$ cat config.mk
export PLATFORM = sky130hd
export DESIGN_NAME = breakpoint_unit
export DESIGN_NICKNAME = d
export VERILOG_FILES = /design/src/inc/breakpoint_unit_pkg.sv /design/src/core/breakpoint_unit.sv
export VERILOG_INCLUDE_DIRS = /design/src /design/src/inc
export SDC_FILE = /design/constraint.sdc
export NUM_CORES = 1
export LEC_CHECK = 0
export ABC_AREA = 1
export BUFFER_PORTS_ARGS = -buffer_cell sky130_fd_sc_hd__buf_2
export CORE_MARGIN = 4
export CORE_UTILIZATION = 45
export CTS_CLUSTER_SIZE = 40
export DETAILED_ROUTE_END_ITERATION = 8
export PLACE_DENSITY = 0.67
export SLEW_MARGIN = 20
export SYNTH_ARGS = -nofsm -noshare
export SYNTH_HDL_FRONTEND = slang
export SYNTH_SLANG_ARGS = --single-unit
$ cat constraint.sdc
create_clock -name sys_clk -period 6.7 [get_ports sys_clk]
set_input_delay 1.34 -clock sys_clk [delete_from_list [all_inputs] [get_ports sys_clk]]
set_output_delay 1.34 -clock sys_clk [all_outputs]
set_load 0.005 [all_outputs]
$ cat src/inc/breakpoint_unit_regs.svh
`ifndef BREAKPOINT_UNIT_REGS_SVH
`define BREAKPOINT_UNIT_REGS_SVH
// ****************************************************************
// Register addresses
// ****************************************************************
`define BPU_B_ADDR     32'h0FFFFFA0
`define BPU_B_AMASK    32'h0FFFFFA4
`define BPU_B_CCOND    32'h0FFFFFA8
`define BPU_A_ADDR     32'h0FFFFFB0
`define BPU_A_AMASK    32'h0FFFFFB4
`define BPU_A_CCOND    32'h0FFFFFB8
`define BPU_A_ID       32'h0FFFFFE4
`define BPU_B_ID       32'h0FFFFFE8
`define BPU_B_DATA     32'hFFFFFF90
`define BPU_B_DMASK    32'hFFFFFF94
`define BPU_CTL        32'hFFFFFF98
// ****************************************************************
// Field positions and reset values
// ****************************************************************
`define BPU_ID_MASK_BIT   2
`define BPU_AMASK_SEL     1:0
`define BPU_CC_TYPE       5:4
`define BPU_CC_DIR        3:2
`define BPU_CC_SIZE       1:0
`define BPU_CTL_FLAG_A    15
`define BPU_CTL_FLAG_B    14
`define BPU_CTL_AFTER_A   10
`define BPU_CTL_DATA_EN_B 7
`define BPU_CTL_AFTER_B   6
`define BPU_CTL_CHAIN     3
`define BPU_CTL_WMASK     16'hC4C8
`define BPU_CC_WMASK      16'h003F
`define BPU_CC_RESET      16'h0000
`define BPU_CTL_RESET     16'h0000
`define BPU_LOW10         32'hFFFFFC00
`define BPU_LOW12         32'hFFFFF000
`define BPU_BYTE_LANES    32'h000000FF
`define BPU_WORD_LANES    32'h0000FFFF
`endif
$ cat src/inc/breakpoint_unit_pkg.sv
package breakpoint_unit_pkg;
  // Bus cycle seen by the unit; size 01 byte, 10 word, 11 longword.
  typedef struct packed {
    logic        valid;
    logic        fetch;
    logic        write;
    logic [1:0]  size;
    logic [31:0] addr;
    logic [31:0] data;
  } bus_cycle_t;

  typedef struct packed {
    logic [31:0] addr;
    logic [7:0]  space_id;
    logic [2:0]  amask;
    logic [15:0] ccond;
  } chan_cfg_t;

  typedef struct packed {
    chan_cfg_t   a;
    chan_cfg_t   b;
    logic [31:0] cmp_data;
    logic [31:0] data_mask;
    logic [15:0] ctl;
    logic [31:0] rdata;
    logic        rvalid;
    logic        brk;
    logic        brk_after;
  } bpu_state_t;
endpackage

$ cat src/core/breakpoint_unit.sv
`timescale 1ns/1ps
`include "breakpoint_unit_regs.svh"
module breakpoint_unit
  import breakpoint_unit_pkg::*;
(
  input  wire logic                           sys_clk,
  input  wire logic                           nrst,
  input  wire logic                           standby,
  input  wire breakpoint_unit_pkg::bus_cycle_t cycle,
  input  wire logic [7:0]                     page_entry_high_id,
  input  wire logic                           reg_wr,
  input  wire logic                           reg_rd,
  input  wire logic [31:0]                    reg_addr,
  input  wire logic [31:0]                    reg_wdata,
  output logic [31:0]                         reg_rdata,
  output logic                                reg_rvalid,
  output logic                                break_req,
  output logic                                break_after
);
  import breakpoint_unit_pkg::*;

  bpu_state_t st;
  bpu_state_t next_st;
  logic       hit_a;
  logic       hit_b;
  logic       chain;
  logic       fire_a;
  logic       fire_b;

  // ****************************************************************
  // Match functions
  // ****************************************************************
  // A field of 00 is treated as "any" for direction and size; for the
  // cycle type it disables the channel so a reset unit never traps.
  function automatic logic sel_ok(input logic [1:0] sel,
                                  input logic       lo,
                                  input logic       hi);
    sel_ok = (sel[0] & lo) | (sel[1] & hi);
  endfunction

  function automatic logic chan_hit(input chan_cfg_t  c,
                                    input bus_cycle_t  cy,
                                    input logic [7:0]  cur_id);
    logic [31:0] m;
    logic        size_ok;
    m = 32'hFFFFFFFF;
    case (c.amask[`BPU_AMASK_SEL])
      2'b01: m = `BPU_LOW10;
      2'b10: m = `BPU_LOW12;
      2'b11: m = 32'h00000000;
      default: m = 32'hFFFFFFFF;
    endcase
    size_ok = (c.ccond[`BPU_CC_SIZE] == 2'b00) ||
              (c.ccond[`BPU_CC_SIZE] == cy.size);
    chan_hit = cy.valid &&
      sel_ok(c.ccond[`BPU_CC_TYPE], cy.fetch, !cy.fetch) &&
      ((c.ccond[`BPU_CC_DIR] == 2'b00) ||
       sel_ok(c.ccond[`BPU_CC_DIR], !cy.write, cy.write)) &&
      size_ok &&
      (((cy.addr ^ c.addr) & m) == 32'h00000000) &&
      (c.amask[`BPU_ID_MASK_BIT] || (c.space_id == cur_id));
  endfunction

  function automatic logic data_hit(input logic [31:0] val,
                                    input logic [31:0] cmpv,
                                    input logic [31:0] dm,
                                    input logic [1:0]  size);
    logic [31:0] lanes;
    lanes = 32'hFFFFFFFF;
    if (size == 2'b01) begin
      lanes = `BPU_BYTE_LANES;
    end else if (size == 2'b10) begin
      lanes = `BPU_WORD_LANES;
    end
    // Set mask bits exclude that bit from the comparison.
    data_hit = (((val ^ cmpv) & ~dm & lanes) == 32'h00000000);
  endfunction

  // ****************************************************************
  // Comparison
  // ****************************************************************
  always_comb begin
    chain = st.ctl[`BPU_CTL_CHAIN];
    // Channel B uses the same compare as channel A, plus the data compare on non-fetch cycles when BPU_CTL_DATA_EN_B is set.
    hit_a = chan_hit(st.a, cycle, page_entry_high_id) && !standby;
    hit_b = chan_hit(st.b, cycle, page_entry_high_id) && !standby &&
            (!st.ctl[`BPU_CTL_DATA_EN_B] || cycle.fetch ||
             data_hit(cycle.data, st.cmp_data, st.data_mask,
                      cycle.size));
    // Flags must be cleared before a channel can trap again.
    fire_a = hit_a && !chain && !st.ctl[`BPU_CTL_FLAG_A];
    fire_b = hit_b && !st.ctl[`BPU_CTL_FLAG_B] &&
             (!chain || st.ctl[`BPU_CTL_FLAG_A]);
  end

  // ****************************************************************
  // Next state
  // ****************************************************************
  always_comb begin
    next_st = st;
    next_st.rvalid = reg_rd;
    next_st.brk = fire_a || fire_b;
    next_st.brk_after = (fire_a && cycle.fetch &&
                         st.ctl[`BPU_CTL_AFTER_A]) ||
                        (fire_b && cycle.fetch &&
                         st.ctl[`BPU_CTL_AFTER_B]);
    if (reg_rd) begin
      if (reg_addr == `BPU_A_ADDR) begin
        next_st.rdata = st.a.addr;
      end else if (reg_addr == `BPU_B_ADDR) begin
        next_st.rdata = st.b.addr;
      end else if (reg_addr == `BPU_A_ID) begin
        next_st.rdata = {24'h000000, st.a.space_id};
      end else if (reg_addr == `BPU_B_ID) begin
        next_st.rdata = {24'h000000, st.b.space_id};
      end else if (reg_addr == `BPU_A_AMASK) begin
        next_st.rdata = {29'h00000000, st.a.amask};
      end else if (reg_addr == `BPU_B_AMASK) begin
        next_st.rdata = {29'h00000000, st.b.amask};
      end else if (reg_addr == `BPU_A_CCOND) begin
        next_st.rdata = {16'h0000, st.a.ccond};
      end else if (reg_addr == `BPU_B_CCOND) begin
        next_st.rdata = {16'h0000, st.b.ccond};
      end else if (reg_addr == `BPU_B_DATA) begin
        next_st.rdata = st.cmp_data;
      end else if (reg_addr == `BPU_B_DMASK) begin
        next_st.rdata = st.data_mask;
      end else if (reg_addr == `BPU_CTL) begin
        next_st.rdata = {16'h0000, st.ctl};
      end else begin
        next_st.rdata = 32'h00000000;
      end
    end
    if (reg_wr) begin
      if (reg_addr == `BPU_A_ADDR) begin
        next_st.a.addr = reg_wdata;
      end else if (reg_addr == `BPU_B_ADDR) begin
        next_st.b.addr = reg_wdata;
      end else if (reg_addr == `BPU_A_ID) begin
        next_st.a.space_id = reg_wdata[7:0];
      end else if (reg_addr == `BPU_B_ID) begin
        next_st.b.space_id = reg_wdata[7:0];
      end else if (reg_addr == `BPU_A_AMASK) begin
        next_st.a.amask = reg_wdata[2:0];
      end else if (reg_addr == `BPU_B_AMASK) begin
        next_st.b.amask = reg_wdata[2:0];
      end else if (reg_addr == `BPU_A_CCOND) begin
        next_st.a.ccond = reg_wdata[15:0] & `BPU_CC_WMASK;
      end else if (reg_addr == `BPU_B_CCOND) begin
        next_st.b.ccond = reg_wdata[15:0] & `BPU_CC_WMASK;
      end else if (reg_addr == `BPU_B_DATA) begin
        next_st.cmp_data = reg_wdata;
      end else if (reg_addr == `BPU_B_DMASK) begin
        next_st.data_mask = reg_wdata;
      end else if (reg_addr == `BPU_CTL) begin
        next_st.ctl = reg_wdata[15:0] & `BPU_CTL_WMASK;
      end
    end
    // Hardware set is applied last but only to a clear flag, so a same-cycle clear of a set flag still wins.
    if (hit_a && !st.ctl[`BPU_CTL_FLAG_A]) begin
      next_st.ctl[`BPU_CTL_FLAG_A] = 1'b1;
    end
    if (fire_b) begin
      next_st.ctl[`BPU_CTL_FLAG_B] = 1'b1;
    end
  end

  // ****************************************************************
  // State register
  // ****************************************************************
  // Standby only masks the matches; register writes, read data and the break outputs still update.
  always_ff @(posedge sys_clk) begin
    st <= next_st;
    if (!nrst) begin
      st.a.ccond <= `BPU_CC_RESET;
      st.b.ccond <= `BPU_CC_RESET;
      st.ctl     <= `BPU_CTL_RESET;
      st.rvalid  <= 1'b0;
      st.rdata   <= 32'h00000000;
      st.brk     <= 1'b0;
      st.brk_after <= 1'b0;
    end
  end

  assign reg_rdata   = st.rdata;
  assign reg_rvalid  = st.rvalid;
  assign break_req   = st.brk;
  assign break_after = st.brk_after;

  // ****************************************************************
  // Assertions
  // ****************************************************************
  property p_chain_order;
    @(posedge sys_clk) disable iff (!nrst)
    chain && hit_b && !st.ctl[`BPU_CTL_FLAG_A] && !hit_a |=> !break_req;
  endproperty
  a_chain_order: assert property (p_chain_order)
    else $error("chained break without prior channel A match");

  property p_chain_a_alone;
    @(posedge sys_clk) disable iff (!nrst)
    chain && hit_a && !hit_b |=> !break_req && st.ctl[`BPU_CTL_FLAG_A];
  endproperty
  a_chain_a_alone: assert property (p_chain_a_alone)
    else $error("channel A alone raised a chained break");

  property p_indep_break;
    @(posedge sys_clk) disable iff (!nrst)
    !chain && hit_a && !st.ctl[`BPU_CTL_FLAG_A] |=> break_req;
  endproperty
  a_indep_break: assert property (p_indep_break)
    else $error("independent channel A match gave no break");

  property p_flag_set;
    @(posedge sys_clk) disable iff (!nrst)
    fire_b |=> st.ctl[`BPU_CTL_FLAG_B] && break_req;
  endproperty
  a_flag_set: assert property (p_flag_set)
    else $error("channel B flag not set on break");

  property p_reset_clear;
    @(posedge sys_clk) disable iff (!nrst)
    $rose(nrst) |-> st.ctl == `BPU_CTL_RESET &&
                    st.a.ccond == `BPU_CC_RESET &&
                    st.b.ccond == `BPU_CC_RESET && !break_req;
  endproperty
  a_reset_clear: assert property (p_reset_clear)
    else $error("control state not cleared by reset");

  property p_mask_reserved;
    @(posedge sys_clk) disable iff (!nrst)
    reg_rd && (reg_addr == `BPU_A_AMASK || reg_addr == `BPU_B_AMASK)
      |=> reg_rvalid && reg_rdata[31:3] == 29'h00000000;
  endproperty
  a_mask_reserved: assert property (p_mask_reserved)
    else $error("address mask reserved bits read nonzero");

  property p_disabled_quiet;
    @(posedge sys_clk) disable iff (!nrst)
    st.a.ccond[`BPU_CC_TYPE] == 2'b00 &&
    st.b.ccond[`BPU_CC_TYPE] == 2'b00 |=> !break_req;
  endproperty
  a_disabled_quiet: assert property (p_disabled_quiet)
    else $error("break with both channels disabled");

  property p_after_is_fetch;
    @(posedge sys_clk) disable iff (!nrst)
    break_after |-> break_req && $past(cycle.fetch);
  endproperty
  a_after_is_fetch: assert property (p_after_is_fetch)
    else $error("after-execution break not from a fetch");

  property p_standby_hold;
    @(posedge sys_clk) disable iff (!nrst)
    standby && !reg_wr |=> $stable(st.a) && $stable(st.b) && !break_req;
  endproperty
  a_standby_hold: assert property (p_standby_hold)
    else $error("registers changed in standby");

  property p_flag_a_set;
    @(posedge sys_clk) disable iff (!nrst)
    hit_a && !st.ctl[`BPU_CTL_FLAG_A] |=> st.ctl[`BPU_CTL_FLAG_A];
  endproperty
  a_flag_a_set: assert property (p_flag_a_set)
    else $error("channel A flag not set on match");

  // Only a software write may drop a flag; a lost flag would rearm a trap.
  property p_flag_a_hold;
    @(posedge sys_clk) disable iff (!nrst)
    st.ctl[`BPU_CTL_FLAG_A] && !(reg_wr && reg_addr == `BPU_CTL)
      |=> st.ctl[`BPU_CTL_FLAG_A];
  endproperty
  a_flag_a_hold: assert property (p_flag_a_hold)
    else $error("channel A flag dropped without a write");

  c_chain_break: cover property (@(posedge sys_clk) disable iff (!nrst)
    chain && fire_b ##1 break_req);
  c_indep_break: cover property (@(posedge sys_clk) disable iff (!nrst)
    !chain && fire_a ##1 break_req);
  c_after_break: cover property (@(posedge sys_clk) disable iff (!nrst)
    break_after);
  c_data_break: cover property (@(posedge sys_clk) disable iff (!nrst)
    !chain && fire_b && st.ctl[`BPU_CTL_DATA_EN_B] ##1 break_req);
  c_chain_arm: cover property (@(posedge sys_clk) disable iff (!nrst)
    chain && hit_a && !st.ctl[`BPU_CTL_FLAG_A]);
endmodule

# [Word-level counts from Yosys, hierarchy flattened]
# Index checks and enable logic that the tools add are counted.
[totals] input_bits=146 wordCells=183 reg_bits=203 latch_bits=0 romBits=0 memories=0 ram_bits=0
[op_classes] reduce_logical=64 div_mod_pow=0 addsub=0 mux=29 mul=0 n_shift=0 bitwise_logic=30 order_cmp=0 n_eq_ne=43
[op_table] operator="two-way mux 32 bit" count=12
[op_table] operator="equality test 32 x 28 -> 1 bit, second input constant" count=8
[op_table] operator="two-way mux 16 bit" count=13
[op_table] operator="case mux 32 bit (3 select lines)" count=2
[op_table] operator="bitwise AND 32 bit" count=4
[op_table] operator="equality test 32 bit, second input constant" count=3
[op_table] operator="zero test 32 bit" count=3
[op_table] operator="bitwise XOR 32 bit" count=3
[op_table] operator="AND reduction 12 bit" count=3
[op_table] operator="inverter 32 bit" count=1
[op_table] operator="logical AND 1 bit" count=22
[op_table] operator="!= test 2 x 1 -> 1 bit, second input constant" count=10
[op_table] operator="!= test 2 bit, second input constant" count=10
[op_table] operator="equality test 8 bit" count=2
[op_table] operator="logical OR 1 bit" count=11
[op_table] operator="AND reduction 11 bit" count=1
[op_table] operator="equality test 2 bit, second input constant" count=5
[op_table] operator="inverter 1 bit" count=10
[op_table] operator="AND reduction 10 bit" count=1
[op_table] operator="AND reduction 9 bit" count=1
[op_table] operator="bitwise AND 1 bit" count=8
[op_table] operator="zero test 2 bit" count=4
[op_table] operator="AND reduction 8 bit" count=1
[op_table] operator="nonzero test 2 bit" count=4
[op_table] operator="11 further kinds" count=24

# [Logic depth before layout (Yosys ltp)]
[logic_depth] word_depth=15 ltp_mapped=15 depth_no_buf=15

# [Worst setup path after synthesis]
# Ideal clock, no wire load.
[synth_timing] kind="input to register" start="input port reg_addr[9]" end="register st[51] (netlist name), enable pin" stages=10 setup_ps=421 t_required_ps=6279 slack_ps=2733 n_path_buf=1 arrival_ps=3546 path_cell_list="nand2_1 -> nor2_1 -> nand2_2 -> buf_6 -> nor2_4 -> nand3_2 -> nand2_2 -> nor3_2 -> nand3_1 -> nor2_1"
[synth_via] elab_chain_cells=3 word_cells_on_any_way=20 cone_classes="eq/ne (10); bitwise (9); reduce/logical (1)"
[synth_lines] item="start: declaration" line="breakpoint_unit.sv:13" text="input wire logic [31:0] reg_addr,"
[synth_lines] item="equality test 32 bit (no line) / equality test 32 x 28 -> 1 bit (equally long branches)"
[synth_lines] item="inverter 1 bit (no line)"
[synth_lines] item="AND reduction 11 bit (no line) (*)"
[synth_lines] item="end signal: assignment" line="breakpoint_unit.sv:173" text="st <= next_st;"
[synth_lines] item="end: declaration" line="breakpoint_unit.sv:22" text="bpu_state_t st;"
# Every way passes the cells marked *; elsewhere a longest branch is shown, timed or not.
# A chain may end at the register's enable or synchronous reset.

# [Worst setup path in the final report]
[layout_timing] start="input port reg_addr[13]" end="register st[60] (netlist name), enable pin"
# Same word-level chain as after synthesis.

==> summary.md <==
| Metric | Value |
|---|---|
| Cell area after layout | `0.0118 mm^2` |
| Worst slew margin | `46.6%` |
| I/O Pins | `181` |
| Max clock buf depth | `3` |
| Peak VDD IR | `0.124 mV` |
| Hold_ws | `461 ps` |
| CTS Root Cell | `clkbuf_16` |
| Fill cell count | `1973` |
| # port buffers | `180` |
| Global placer's final weighted congestion | `0.913` |
| Grt total ovfl | `0` |
| Synth cell types | `38` |
| Reg2Reg Depth | `7` |
| Reg power frac | `47.5%` |
| Crit. End Element | `flop` |
| Site row count | `54` |
| Routed Antenna Nets | `0` |
| Initial antenna violation count | `0` |
| Outcome | `complete, no violations` |
| Min cycle time layout | `3240 ps` |
| Total number of vias | `8080` |
| Max-Cap Viols | `0` |
| Setup Fix Bufs, Post-CTS | `0` |
| Width of the die | `158 um` |
| Total power | `2.84 mW` |
| WP data required | `6900 ps` |
| Pre-CTS setup slack | `2770 ps` |
| Nets | `1378` |
| Final setup viols | `0` |
| Syn nets | `1226` |
| Clock Skews | `19.9 ps` |
| Drc violations | `0` |
| Clk_lat worst skew | `510 ps` |
| Critical R2R Capture | `break_after` |
| Drt wl/cell | `18.1 um` |
| Total number of H-tree levels | `1` |
| Sink Count | `203` |
| Hold EP | `reg_rdata[20]` |
| Hold path depth | `2` |
| Post-Synthesis Cells | `1079` |
| Die height | `158 um` |
| Share of cells above drive strength 1 | `22.5%` |
| Register bit total from synthesis | `203` |
| Initial DRT Pass Iterations | `5` |
| Post-CTS Resized | `0` |
| Area of the mapped netlist | `0.0101 mm^2` |
| Synth warn | `0` |
| Post-synth EDFFs | `150` |
| Total die area | `0.0248 mm^2` |
| Crit share post-route | `48.3%` |
| Synth Flop Type | `edfxtp_1` |
| WS Path Type | `in -> reg` |
| Hold Crit Start | `reg_rdata[20]` |
| Switch Pwr | `0.584 mW` |
| Gr usage total | `21.8%` |
| Syn Area/Cell | `9.33 um^2` |
| Total wire length | `27600 um` |
| DP Wirelength | `19900 um` |
| Synthesis-to-finish area growth | `17.6%` |
| Worst hold-check path type | `reg -> reg` |
| Leakage | `4.54 nW` |
| Setup slack after layout | `3460 ps` |
| Largest net degree at the start of global routing | `35` |
| RSZ-0062 raised after global routing | `no` |
| Final-report hold violation count | `0` |
| Reg-to-reg critical path startpoint | `st[221]` |
| Setup slack, reg-to-reg | `4710 ps` |
| Starting density of the core | `46.0%` |
| Clock share of power | `47.2%` |
| DP Area | `0.0110 mm^2` |
| Int Pwr | `2.25 mW` |
| Vias in the first global route | `7648` |
| Critical path arrival | `3440 ps` |
| Global-route wire length before repair | `41500 um` |
| Synth async-reset ratio | `0%` |
| First DRT Iteration DRCs | `766` |
| Num CTS Buffers | `22` |
| Slew Limit Fails | `0` |
| Switching share of power | `20.6%` |
| CTS Hold Bufs | `0` |
| Seq/Total Area, Yosys | `55.3%` |
| Clk slew on worst S/H paths | `60 ps` |
| Worst Tran Pin Value | `800 ps` |
| Crit path max fanout | `17` |
| CORE AREA | `0.0219 mm^2` |
| PD cells | `240 mW/mm^2` |
| Vias/cell | `5.29` |
| Logic gate share of total power | `5.2%` |
| FMAX | `309 MHz` |
| Crit path launch type | `input pin` |
| TNS Setup | `0 ps` |
| CTS tree | `done` |
==> placed cells by master, fill, tap and decap left out, types with 8 or more instances in the layout <==
| cell | netlist | final |
|---|---|---|
| a21oi_1 | 65 | 65 |
| buf_2 | 8 | 180 |
| clkbuf_16 | 0 | 22 |
| dfxtp_1 | 53 | 53 |
| edfxtp_1 | 150 | 150 |
| inv_1 | 61 | 61 |
| inv_2 | 11 | 11 |
| nand2_1 | 285 | 285 |
| nand2_2 | 8 | 8 |
| nand3_1 | 44 | 44 |
| nand4_1 | 47 | 47 |
| nor2_1 | 104 | 100 |
| nor2_2 | 11 | 13 |
| nor2_4 | 8 | 10 |
| nor3_1 | 13 | 13 |
| o21ai_0 | 29 | 29 |
| o21ai_1 | 8 | 8 |
| xnor2_1 | 49 | 49 |
| xor2_1 | 31 | 31 |
==> synth_stat cells, types with 4 or more instances <==
master / number / area share, %
nand4_1: 47 / 2.9
xnor2_1: 49 / 4.3
o21ai_1: 8 / 0.40
dfxtp_1: 53 / 11
o21ai_0: 29 / 1.4
edfxtp_1: 150 / 45
a211oi_1: 5 / 0.37
nand3_2: 4 / 0.40
inv_1: 61 / 2.3
buf_4: 35 / 2.6
xor2_1: 31 / 2.7
nor4_1: 5 / 0.31
nor2_1: 104 / 3.9
nor2_2: 11 / 0.68
nor2_4: 8 / 0.90
nand2_1: 285 / 11
nand3_1: 44 / 2.2
a221oi_1: 6 / 0.52
buf_2: 8 / 0.40
nor3_1: 13 / 0.65
buf_6: 7 / 0.78
nand2_2: 8 / 0.50
inv_2: 11 / 0.41
a21oi_1: 65 / 3.2
clkbuf_1: 9 / 0.34
==> kinds of logic after synthesis <==
| logic type | count (synthesis) | share of synthesized area (%) |
|---|---|---|
| simple gates | 538 | 24.0 |
| compound gates | 123 | 6.71 |
| xor+xnor | 80 | 6.96 |
| flops | 203 | 55.3 |
| fa+ha+maj | 1 | 0.124 |
| buf+inv | 134 | 6.94 |
==> metrics by stage <==
step,cells,utilization [%]
finish,1528,54.1
global placement,1485,50.1
global route,1527,54.1
CTS,1525,53.8
floorplan,1079,-
detailed placement,1485,50.1
==> flip-flops by register name, indices dropped and copies added (netlist names) <==
signal	cells
st	167
reg_rdata	32
break_after	1
break_req	1
chain	1
reg_rvalid	1
==> cell type report <==
class	instances	area, um^2	share of cell area [%]
Sequential cell	203	5570	47.0
Multi-Input combinational cell	742	3820	32.3
Timing Repair Buffer	187	993	8.39
Clock buffer	23	564	4.77
Tap cell	280	350	2.96
Inverter	75	283	2.39
Clock inverter	17	254	2.15
Antenna cell	1	2.50	0.0211
==> worst max-delay path, cell delays in order <==
cell and delay, ps:
buf_2 100, nand2_1 60, nor2_1 50, nand2_2 330, nor2_2 120, nand2_1 150, nor2_2 70, nor3_2 230
nand3_1 190, nor2_4 530, buf_16 240
==> routing by layer <==
metal	up-vias	GRT usage, %	share of wire [%]
li1	3923	-	-
met1	3828	30.5	44
met2	280	35.0	47
met3	49	3.88	7.4
met4	0	6.55	2.4
met5	-	0	0
==> power groups by stage <==
| stage | Clock, mW | Sequential, mW | Combinational (mW) |
|---|---|---|---|
| floorplan | 0 | 1.38 | 0.0590 |
| global placement | 0 | 1.38 | 0.145 |
| detailed placement | 0 | 1.38 | 0.148 |
| CTS | 1.36 | 1.35 | 0.149 |
| global route | 1.42 | 1.35 | 0.163 |
| finish | 1.34 | 1.35 | 0.149 |
==> worst max path at each step <==
| stage | start | endpoint | cells after the start |
|---|---|---|---|
| global route | reg_addr[25] | st[197] | 9 |
| floorplan | reg_addr[9] | st[51] | 10 |
| finish | reg_addr[13] | st[60] | 11 |
| global placement | reg_addr[9] | st[74] | 10 |
| CTS | reg_addr[13] | st[60] | 10 |
| detailed placement | reg_addr[13] | st[73] | 10 |
No activity file was read; power rests on OpenSTA's default activity.
